--- src/shared/pmlt_pkg.sv ---
// Package: register map, field layout and constants of the PCI master latency watchdog
package pmlt_pkg;
    // ------------------------------------------------------------------
    // Register byte addresses
    // ------------------------------------------------------------------
    localparam logic [7:0] PMLT_LAT_OFFS = 8'h0D;
    localparam logic [7:0] PMLT_CTL1_OFFS = 8'h40;
    localparam logic [7:0] PMLT_IRQ_STAT_OFFS = 8'h44;
    localparam logic [7:0] PMLT_IRQ_EN_OFFS = 8'h48;
    localparam logic [7:0] PMLT_IRQ_CLR_OFFS = 8'h4C;
    localparam logic [7:0] PMLT_STAT_OFFS = 8'h50;
    // ------------------------------------------------------------------
    // Fields and reset values
    // ------------------------------------------------------------------
    localparam int PMLT_FIELD_LSB = 3;
    localparam int PMLT_FIELD_W = 5;
    localparam logic [7:0] PMLT_LAT_RST = 8'h00;
    localparam logic [7:0] PMLT_CTL1_RST = 8'h00;
    localparam logic [7:0] PMLT_LAT_WMASK = 8'h1F;
    localparam logic [6:0] PMLT_CTL1_WMASK = 7'h7F;
    localparam int PMLT_EV_TOUT = 0;
    localparam int PMLT_EV_RETRY = 1;
    localparam logic [1:0] PMLT_IRQ_RST = 2'h0;
    localparam logic [7:0] PMLT_CNT_RST = 8'h00;
    // State machine
    typedef enum logic [2:0] {
        PMLT_IDLE = 3'b001,
        PMLT_RUN = 3'b010,
        PMLT_ABORT = 3'b100
    } pmlt_state_t;
endpackage

--- src/rtl/pmlt_top.sv ---
// PCI master latency watchdog with APB register slave
// What this block does
// Programmed field forms the top five bits of an eight-bit counter.
// Counter reloads whenever a valid data phase completes.
// Expiry before next target ready aborts the cycle and raises system error.
// Retries lasting until expiry also end with a master abort.
// Zero field disables the counter; no abort from expiry.
// Control register reads zero after reset; reserved top bits stay zero.
`timescale 1ns/100ps
module pmlt_top
    import pmlt_pkg::*;
(
    input wire logic i_clk_sys,
    input wire logic i_resetn,
    input wire logic i_ce,
    input wire logic i_psel,
    input wire logic i_penable,
    input wire logic i_pwrite,
    input wire logic [7:0] i_paddr,
    input wire logic [31:0] i_pwdata,
    output logic [31:0] o_prdata,
    output logic o_pready,
    output logic o_pslverr,
    input wire logic i_mst_start,
    input wire logic i_mst_end,
    input wire logic i_trdy_n,
    input wire logic i_stop_n,
    output logic o_master_abort,
    output logic o_serr_n,
    output logic o_irq
);
    // ------------------------------------------------------------------
    // Declarations
    // ------------------------------------------------------------------
    logic [7:0] lat_q;
    logic [6:0] ctl1_q;
    logic [1:0] irq_stat_q;
    logic [1:0] irq_en_q;
    logic [31:0] prdata_q;
    logic pready_q;
    logic pslverr_q;
    logic abort_q;
    logic serr_n_q;
    logic irq_q;
    logic [1:0] trdy_sync_q;
    logic [1:0] stop_sync_q;
    logic retrying_q;
    pmlt_state_t state_q;
    pmlt_state_t state_d;
    logic expired;

    // ------------------------------------------------------------------
    // Pin synchronisers
    // ------------------------------------------------------------------
    // PCI pins are taken as asynchronous, so two stages before use
    always_ff @(posedge i_clk_sys or negedge i_resetn) begin
        if (!i_resetn) begin
            trdy_sync_q <= 2'b11;
            stop_sync_q <= 2'b11;
        end else if (i_ce) begin
            trdy_sync_q <= {trdy_sync_q[0], i_trdy_n};
            stop_sync_q <= {stop_sync_q[0], i_stop_n};
        end
    end

    // ------------------------------------------------------------------
    // APB decode
    // ------------------------------------------------------------------
    wire logic apb_acc = i_psel && i_penable && !pready_q;
    // Writes land on the completing edge, the one where the master sees pready
    wire logic apb_done = i_psel && i_penable && pready_q;
    wire logic apb_wr = apb_done && i_pwrite;
    wire logic hit_lat = i_paddr == PMLT_LAT_OFFS;
    wire logic hit_ctl1 = i_paddr == PMLT_CTL1_OFFS;
    wire logic hit_stat = i_paddr == PMLT_IRQ_STAT_OFFS;
    wire logic hit_en = i_paddr == PMLT_IRQ_EN_OFFS;
    wire logic hit_clr = i_paddr == PMLT_IRQ_CLR_OFFS;
    wire logic hit_sts = i_paddr == PMLT_STAT_OFFS;
    wire logic hit_any = hit_lat | hit_ctl1 | hit_stat | hit_en | hit_clr | hit_sts;
    wire logic [31:0] rd_mux =
        hit_lat ? {24'h000000, lat_q} :
        hit_ctl1 ? {25'h0000000, ctl1_q} :
        hit_stat ? {30'h00000000, irq_stat_q} :
        hit_en ? {30'h00000000, irq_en_q} :
        hit_sts ? {29'h00000000, state_q} : 32'h00000000;

    // One wait state: answer lands the cycle after access phase begins
    always_ff @(posedge i_clk_sys or negedge i_resetn) begin
        if (!i_resetn) begin
            pready_q <= 1'b0;
            pslverr_q <= 1'b0;
            prdata_q <= 32'h00000000;
        end else if (i_ce) begin
            pready_q <= apb_acc;
            pslverr_q <= apb_acc && !hit_any;
            prdata_q <= (apb_acc && !i_pwrite) ? rd_mux : 32'h00000000;
        end
    end

    // ------------------------------------------------------------------
    // Configuration registers
    // ------------------------------------------------------------------
    // Reset to zero, reserved bits forced low
    always_ff @(posedge i_clk_sys or negedge i_resetn) begin
        if (!i_resetn) begin
            lat_q <= PMLT_LAT_RST;
            ctl1_q <= PMLT_CTL1_RST[6:0];
            irq_en_q <= PMLT_IRQ_RST;
        end else if (i_ce && apb_wr) begin
            if (hit_lat) begin
                lat_q <= i_pwdata[7:0] & PMLT_LAT_WMASK;
            end
            if (hit_ctl1) begin
                ctl1_q <= i_pwdata[6:0] & PMLT_CTL1_WMASK;
            end
            if (hit_en) begin
                irq_en_q <= i_pwdata[1:0];
            end
        end
    end

    // ------------------------------------------------------------------
    // Watchdog sequencing
    // ------------------------------------------------------------------
    wire logic [4:0] field = lat_q[PMLT_FIELD_LSB+PMLT_FIELD_W-4 -: PMLT_FIELD_W];
    // Zero field keeps the counter off
    wire logic wd_on = field != 5'h00;
    wire logic in_run = state_q == PMLT_RUN;
    // Valid data phase seen on synced target ready
    wire logic data_phase = in_run && !trdy_sync_q[1];
    wire logic cnt_load = (state_q == PMLT_IDLE && i_mst_start) || data_phase;
    wire logic retry_seen = in_run && !stop_sync_q[1] && trdy_sync_q[1];
    wire logic abort_now = in_run && wd_on && expired;

    pmlt_counter u_counter (
        .i_clk_sys(i_clk_sys),
        .i_resetn(i_resetn),
        .i_ce(i_ce),
        .i_field(field),
        .i_load(cnt_load),
        .i_run(in_run && wd_on),
        .o_expired(expired)
    );

    // Next state
    always_comb begin
        state_d = state_q;
        case (state_q)
            PMLT_IDLE: begin
                if (i_mst_start) begin
                    state_d = PMLT_RUN;
                end
            end
            PMLT_RUN: begin
                if (abort_now) begin
                    state_d = PMLT_ABORT;
                end else if (i_mst_end) begin
                    state_d = PMLT_IDLE;
                end
            end
            PMLT_ABORT: begin
                state_d = PMLT_IDLE;
            end
            default: begin
                state_d = PMLT_IDLE;
            end
        endcase
    end

    // Abort and system error on expiry
    always_ff @(posedge i_clk_sys or negedge i_resetn) begin
        if (!i_resetn) begin
            state_q <= PMLT_IDLE;
            abort_q <= 1'b0;
            serr_n_q <= 1'b1;
            retrying_q <= 1'b0;
        end else if (i_ce) begin
            state_q <= state_d;
            abort_q <= abort_now;
            serr_n_q <= !abort_now;
            retrying_q <= in_run ? (retry_seen || (retrying_q && trdy_sync_q[1])) : 1'b0;
        end
    end

    // ------------------------------------------------------------------
    // Interrupts
    // ------------------------------------------------------------------
    // Retry-caused aborts get their own sticky bit
    wire logic [1:0] ev_set = {abort_now && retrying_q, abort_now && !retrying_q};
    wire logic [1:0] ev_clr = (apb_wr && hit_clr) ? i_pwdata[1:0] : 2'b00;

    // Set wins over a clear in the same cycle
    always_ff @(posedge i_clk_sys or negedge i_resetn) begin
        if (!i_resetn) begin
            irq_stat_q <= PMLT_IRQ_RST;
            irq_q <= 1'b0;
        end else if (i_ce) begin
            irq_stat_q <= (irq_stat_q & ~ev_clr) | ev_set;
            irq_q <= |(((irq_stat_q & ~ev_clr) | ev_set) & irq_en_q);
        end
    end

    assign o_prdata = prdata_q;
    assign o_pready = pready_q;
    assign o_pslverr = pslverr_q;
    assign o_master_abort = abort_q;
    assign o_serr_n = serr_n_q;
    assign o_irq = irq_q;
endmodule

--- src/rtl/pmlt_counter.sv ---
// Eight-bit countdown counter with hardware-supplied low bits
`timescale 1ns/100ps
module pmlt_counter
    import pmlt_pkg::*;
(
    input wire logic i_clk_sys,
    input wire logic i_resetn,
    input wire logic i_ce,
    input wire logic [4:0] i_field,
    input wire logic i_load,
    input wire logic i_run,
    output logic o_expired
);
    logic [7:0] cnt_q;
    logic [7:0] cnt_d;
    wire logic [7:0] start_val;
    // ------------------------------------------------------------------
    // Count logic
    // ------------------------------------------------------------------
    // Field is upper five bits
    assign start_val = {i_field, 3'b111};
    assign cnt_d = i_load ? start_val : (i_run && cnt_q != 8'h00) ? cnt_q - 8'h01 : cnt_q;
    assign o_expired = i_run && !i_load && (cnt_q == 8'h00);

    // Counter register
    always_ff @(posedge i_clk_sys or negedge i_resetn) begin
        if (!i_resetn) begin
            cnt_q <= PMLT_CNT_RST;
        end else if (i_ce) begin
            cnt_q <= cnt_d;
        end
    end
endmodule

--- config.mk ---
export PLATFORM = sky130hd
export DESIGN_NAME = pmlt_top
export DESIGN_NICKNAME = d
export VERILOG_FILES = /design/src/shared/pmlt_pkg.sv /design/src/rtl/pmlt_top.sv /design/src/rtl/pmlt_counter.sv
export SDC_FILE = /design/constraint.sdc
export NUM_CORES = 1
export LEC_CHECK = 0
export BUFFER_PORTS_ARGS = -buffer_cell sky130_fd_sc_hd__buf_2
export CAP_MARGIN = 15
export CORE_MARGIN = 1.5
export CORE_UTILIZATION = 45
export CTS_BUF_LIST = sky130_fd_sc_hd__clkbuf_8
export DETAILED_ROUTE_END_ITERATION = 10
export PLACE_DENSITY = 0.76
export SLEW_MARGIN = 10
export SYNTH_ARGS = -nofsm -noshare
export SYNTH_HDL_FRONTEND = slang
export SYNTH_SLANG_ARGS = --single-unit
--- constraint.sdc ---
create_clock -name i_clk_sys -period 2 [get_ports i_clk_sys]
set_clock_uncertainty 0.05 [all_clocks]
set_input_delay 0 -clock i_clk_sys [delete_from_list [all_inputs] [get_ports i_clk_sys]]
set_output_delay 0 -clock i_clk_sys [all_outputs]
set_load 0.02 [all_outputs]
## Word-level counts from Yosys, hierarchy flattened

Cells that the tools add are included.

| storage, ports and cells | value |
|---|---|
| bits in registers | 69 |
| logic and storage cells | 89 |
| output and inout bits | 37 |
| input port bits | 50 |

| cells by class | value |
|---|---|
| reduce and logical (&&, ||, !) cells | 40 |
| equality and inequality tests | 10 |
| $add $sub $neg | 1 |
| muxes and demuxes | 14 |
| bitwise gates (word level) | 9 |

Operator list:

| operator | count |
|---|---|
| 8-bit by 7-bit == test with 1-bit output, second input constant | 5 |
| 7-bit 2-to-1 mux | 3 |
| 1-bit logical AND | 20 |
| 3-bit 2-to-1 mux | 6 |
| 8-bit 2-to-1 mux | 2 |
| 8-bit by 4-bit == test with 1-bit output, second input constant | 1 |
| 1-bit logical NOT | 8 |
| 8-bit logical NOT | 1 |
| 2-bit AND reduction | 4 |
| 8-bit nonzero test | 1 |
| 8-bit by 1-bit subtractor with 8-bit output, second input constant | 1 |
| 3-bit case mux with 2 select lines | 1 |
| 1-bit bitwise OR | 5 |
| 5-bit nonzero test | 1 |
| 2-bit bitwise AND | 2 |
| 3-bit by 1-bit == test with 1-bit output, second input constant | 1 |
| 3-bit by 2-bit == test with 1-bit output, second input constant | 1 |
| 3-bit by 2-bit inequality test with 1-bit output, second input constant | 1 |
| 3-bit AND reduction | 1 |
| 1-bit logical OR | 2 |
| 2-bit 2-to-1 mux | 1 |
| 2-bit inequality test, second input constant | 1 |
| 2-bit inverter | 1 |
| 2-bit bitwise OR | 1 |
| 3 further kinds | 3 |

## Depth between registers and ports, before layout

| logic depth | value |
|---|---|
| depth after elaboration | 11 |
| depth in mapped cells | 7 |
| depth with buffers taken out | 6 |

## By module

Synthesis repeated with hierarchy kept, for this count alone.

| second synthesis, totals | value |
|---|---|
| cell total of the unflattened synthesis | 242 |
| area total of the unflattened synthesis | 2586.2 µm² |

Modules (own cells, without submodules):

| module | instances | area an instance (µm²) | seq. area each (µm²) | cells each |
|---|---|---|---|---|
| pmlt_top | 1 | 2020.7 | 908.4 | 179 |
| pmlt_counter | 1 | 565.5 | 200.2 | 63 |

## Worst setup path before layout

No wires, ideal clock.

| timing | value |
|---|---|
| path type | flip-flop to flip-flop |
| start | register lat_q[0] |
| end | register u_counter.cnt_q[7] |
| cell stages (with the launch flop) | 6 |
| period minus slack after synthesis | 1.784 ns |
| slack | 0.216 ns |
| arrival | 1.608 ns |
| setup time | 0.126 ns |
| data required time | 1.824 ns |
| buffers on the path | 0 |
| cell sequence | dfrtp_1 -> or4_4 -> o21a_4 -> nand4_1 -> nor3_1 -> o32a_1 |

| on the way | value |
|---|---|
| cells in the longest elaborated chain, start to end | 5 |

Ends and longest elaborated chain:

| element | line | text |
|---|---|---|
| start, declared | pmlt_top.sv:35 | `logic [7:0] lat_q;` |
| start signal, assigned | pmlt_top.sv:111 | `lat_q <= i_pwdata[7:0] & PMLT_LAT_WMASK;` |
| 5-bit nonzero test | pmlt_top.sv:127 | `wire logic wd_on = field != 5'h00;` |
| 1-bit logical AND | pmlt_top.sv:141 | `.i_run(in_run && wd_on),` |
| 1-bit logical AND | pmlt_counter.sv:22 | `assign cnt_d = i_load ? start_val : (i_run && cnt_q != 8'h00) ? cnt_q - 8'h01 : cnt_q;` |
| 2-bit nonzero test (no source line) | -- |  |
| 2-bit AND reduction (no source line) | -- |  |
| end signal, assigned | pmlt_counter.sv:30 | `cnt_q <= cnt_d;` |
| end, declared | pmlt_counter.sv:14 | `logic [7:0] cnt_q;` |

No other way between the ends.
A chain may end at the register's enable or synchronous reset.

## Worst setup path in the final report

| timing | value |
|---|---|
| start | register lat_q[3] |
| end | register u_counter.cnt_q[0] |

Same word-level chain as after synthesis.

==> qor.csv <==
stage;metric;value;unit
cts;cts_tree;yes;
worst_setup_path;cpMaxStageDelayCell;or4_4;
synth;synth_adder_area_share;1.02;%
synth;ys.flop_type;dfrtp_1;
route;via_per_inst;5.21;
cts;clk_pin_slew_worst_paths;80;ps
floorplan;dieArea;0.00589;sq mm
pwr;ir_drop;0.000379;V
placed_design;hpwl;3610;microns
global_routing;antenna_found_initial;0;
layout;post-route-util;56.3;%
global_routing;grt_pass1_vias;1851;
worst_setup_path;rr_worst_depth;5;
floorplan;coreArea;0.00517;sq mm
cts;root_buffer;clkbuf_8;
layout;n_fill_cell;468;
worst_setup_path;crit_fanout;7;
worst_setup_path;worstPathArrival;2070;ps
timing;slew_headroom;64.4;%
floorplan;ios;87;
worst_setup_path;crit_path_start;lat_q[3];
synth;async_flop_share;100;%
route;wire_per_inst;13.2;microns
synth;synth_area_leaders;dfrtp_1 39%, mux2_2 7.8%, buf_4 7.7%;
synth;synthCells;242;
worst_setup_path;crit_path_end_kind;flop;
worst_setup_path;slowest_delay;550;ps
synth;synth_seq_area_share;45.3;%
route;wl;4900;microns
synth;post_synth_xor_area_fraction;0;%
cts;cts_num_sinks;44;
worst_setup_path;critPathKind;reg -> reg;
synth;avgSynthCellArea;10.1;sq um
global_routing;overflow;0;
synth;synth_seq_cells;44;
timing;worstMarginPinSlew;533;ps
placed_design;portBuffers;36;
global_routing;grt_max_degree;45;
worst_hold_path;holdPathStages;4;
worst_setup_path;worst-path-stages;5;
timing;fmax;0.525;GHz
route;drtIter0Drc;100;
worst_setup_path;critPathTopFamily;simple AND/OR/NAND/NOR gates;
route;firstDrtPassIters;4;
floorplan;die_x;76.7;microns
timing;slew_viol_final;0;
cts;insertion_delay;290;ps
timing;tns;0;ps
worst_setup_path;required;2170;ps
worst_setup_path;worst-path-buf-inv;0;
cts;cts_buffers;5;
synth;synth_cell_types;55;
floorplan;row_count;26;
timing;fin_crit_sh;95.2;%
floorplan;chipHeight;76.7;microns
floorplan;start_util;47.3;%
cts;htreeDepth;2;
synth;yosys.area_share.simple;16.7;%
synth;synth_top_area_cell;dfrtp_1;
layout;drive_above_1_share;29.9;%
synth;yosysWarnings;0;
global_routing;grt_pass1_wl;8490;microns
synth;synth-compound-area-share;16.1;%
cts;clock_tree.buffer_depth;2;
route;vias;1932;
route;drc_errors;0;
synth;synth-edff-count;0;
pwr;power.density;713;mW/mm^2
timing;period_minus_slack;1900;ps
synth;synth_area;0.00245;sq mm
layout;finalNetCount;352;
worst_setup_path;reg2reg_from;lat_q[3];
worst_setup_path;path_cells;or4_4 -> o21a_4 -> and2_4 -> o21ai_4 -> mux2i_1;
worst_hold_path;worstHoldStart;i_mst_end;
synth;synth_top_family_by_area;simple AND/OR/NAND/NOR gates;
global_routing;grt_util_all_layers;18.0;%
pwr;leakagePower;1.35;nW
worst_setup_path;critical_path.startpoint_type;flop;
layout;n_antenna_cell;0;
layout;area_delta_synth_final;19.1;%
timing;setup_viol;0;
placed_design;gp_congestion;0.913;
pwr;finalPower;2.08;mW
synth;synth.area.mux_share;9.05;%
cts;post_cts_buffers;0;
synth;netlist.area_leader.share;38.9;%
job;drv_cap;0;
worst_hold_path;hp-class;in -> reg;
timing;rsz0062_at_grt;no;
outcome;outcome;finished clean;
route;ant_nets;0;
timing;hold_viol_final;0;
-- cell usage in the layout, fill, tap and decap left out, types with 4 or more instances in the layout --
cell / count
dfrtp_1: 38
buf_2: 36
conb_1: 25
inv_1: 17
mux2_2: 17
nor2_1: 14
dlygate4sd3_1: 14
o21ai_0: 13
nand2_1: 11
buf_4: 11
a21oi_1: 6
o22ai_1: 6
dfstp_2: 6
and3_1: 5
clkbuf_8: 5
and2_1: 4
nor4_1: 4
nand4_1: 4
-- repair_timing --
| action | 4_1_cts | 5_1_grt |
|---|---|---|
| endpoints found under the setup margin | 0 | 1 |
| hold endpoints to repair | 57 | 0 |
| hold buffers | 14 | 0 |
| gates resized for setup | 0 | 1 |
-- path summary, 6_finish.rpt --
kind,endpoint,slack [ps]
max in group asynchronous,state_q[0],1270
min in group asynchronous,o_prdata[6],250
setup / recovery,u_counter.cnt_q[0],100
hold reg to reg,o_prdata[5],440
setup reg to reg,u_counter.cnt_q[0],100
hold / removal,state_q[1],20
-- power breakdown --
| part | total, mW | switching, mW | internal (mW) |
|---|---|---|---|
| sequential | 1.03 | 0.0631 | 0.968 |
| combinational | 0.388 | 0.220 | 0.168 |
| clock | 0.658 | 0.293 | 0.366 |
| total | 2.08 | 0.576 | 1.50 |
-- synthesized netlist by cell type, types with 2 or more instances --
| cell | instances |
|---|---|
| o2bb2ai_1 | 2 |
| a31oi_1 | 3 |
| a41oi_1 | 3 |
| dfrtp_1 | 38 |
| inv_1 | 16 |
| nand2b_1 | 3 |
| nor3_2 | 3 |
| clkbuf_1 | 5 |
| buf_4 | 25 |
| nor2b_1 | 3 |
| o211ai_1 | 2 |
| and3_1 | 5 |
| mux2i_1 | 3 |
| and2_1 | 4 |
| nor4_1 | 4 |
| nor3_1 | 3 |
| o32a_2 | 2 |
| o21ai_0 | 13 |
| nand3_1 | 2 |
| mux2_2 | 17 |
| ha_1 | 2 |
| o22ai_1 | 6 |
| nand2_1 | 11 |
| dfstp_2 | 6 |
| nor3b_1 | 3 |
| and4_1 | 2 |
| nand4_1 | 4 |
| a22oi_1 | 3 |
| a21oi_1 | 6 |
| nor2_1 | 14 |
| buf_2 | 3 |
| o21a_1 | 3 |
-- cells by family (layout without fill, tap and decap cells) --
kind of cell	after synthesis	in the layout
muxes	20	20
DFF	44	44
buffers and inverters	50	85
adders and majority gates	2	2
and+or+nand+nor	70	70
AOI/OAI and AO/OA	55	55
other	1	25
-- metal layers --
layer,part of all wire (%),track usage (%),up-vias
li1,-,-,938
met1,44,23.6,939
met2,50,29.2,49
met3,5.1,4.40,6
met4,1.1,5.56,0
met5,0,0,-
-- worst reg2reg max path, cell delays in order (launching register included) --
cell	delay (ps)
dfrtp_1	430
or4_4	550
o21a_4	230
and2_4	170
o21ai_4	210
mux2i_1	200
-- stage by stage --
| step | instance area [sq um] | cells | setup slack (ps) | hold WS (ps) |
|---|---|---|---|---|
| after floorplan | 2540 | 266 | 216 | -346 |
| after global placement | 2660 | 349 | 123 | 55.0 |
| after detailed placement | 2660 | 349 | 114 | 58.5 |
| after CTS | 2910 | 371 | 96.5 | 5.77 |
| after global routing | 2910 | 371 | 22.9 | 39.9 |
| final | 2910 | 371 | 96.8 | 16.1 |
-- area by class of cell --
class	count	area (sq um)	area share (%)
timing repair buffer	61	403	13.8
inverter	16	60.1	2.06
tap	70	87.6	3.01
multi-input combinational	172	1150	39.4
sequential	44	1110	38.0
clock buffer	5	68.8	2.36
clock inverter	3	38.8	1.33
-- state kept, by name, indices dropped and copies added, names as in the netlist, 2 cells and up --
register	count
ctl1_q	7
irq_en_q	2
stop_sync_q	2
state_q	3
u_counter.cnt_q	8
irq_stat_q	2
o_prdata	7
lat_q	5
trdy_sync_q	2
Note: power is estimated with default switching activity, not from simulation.
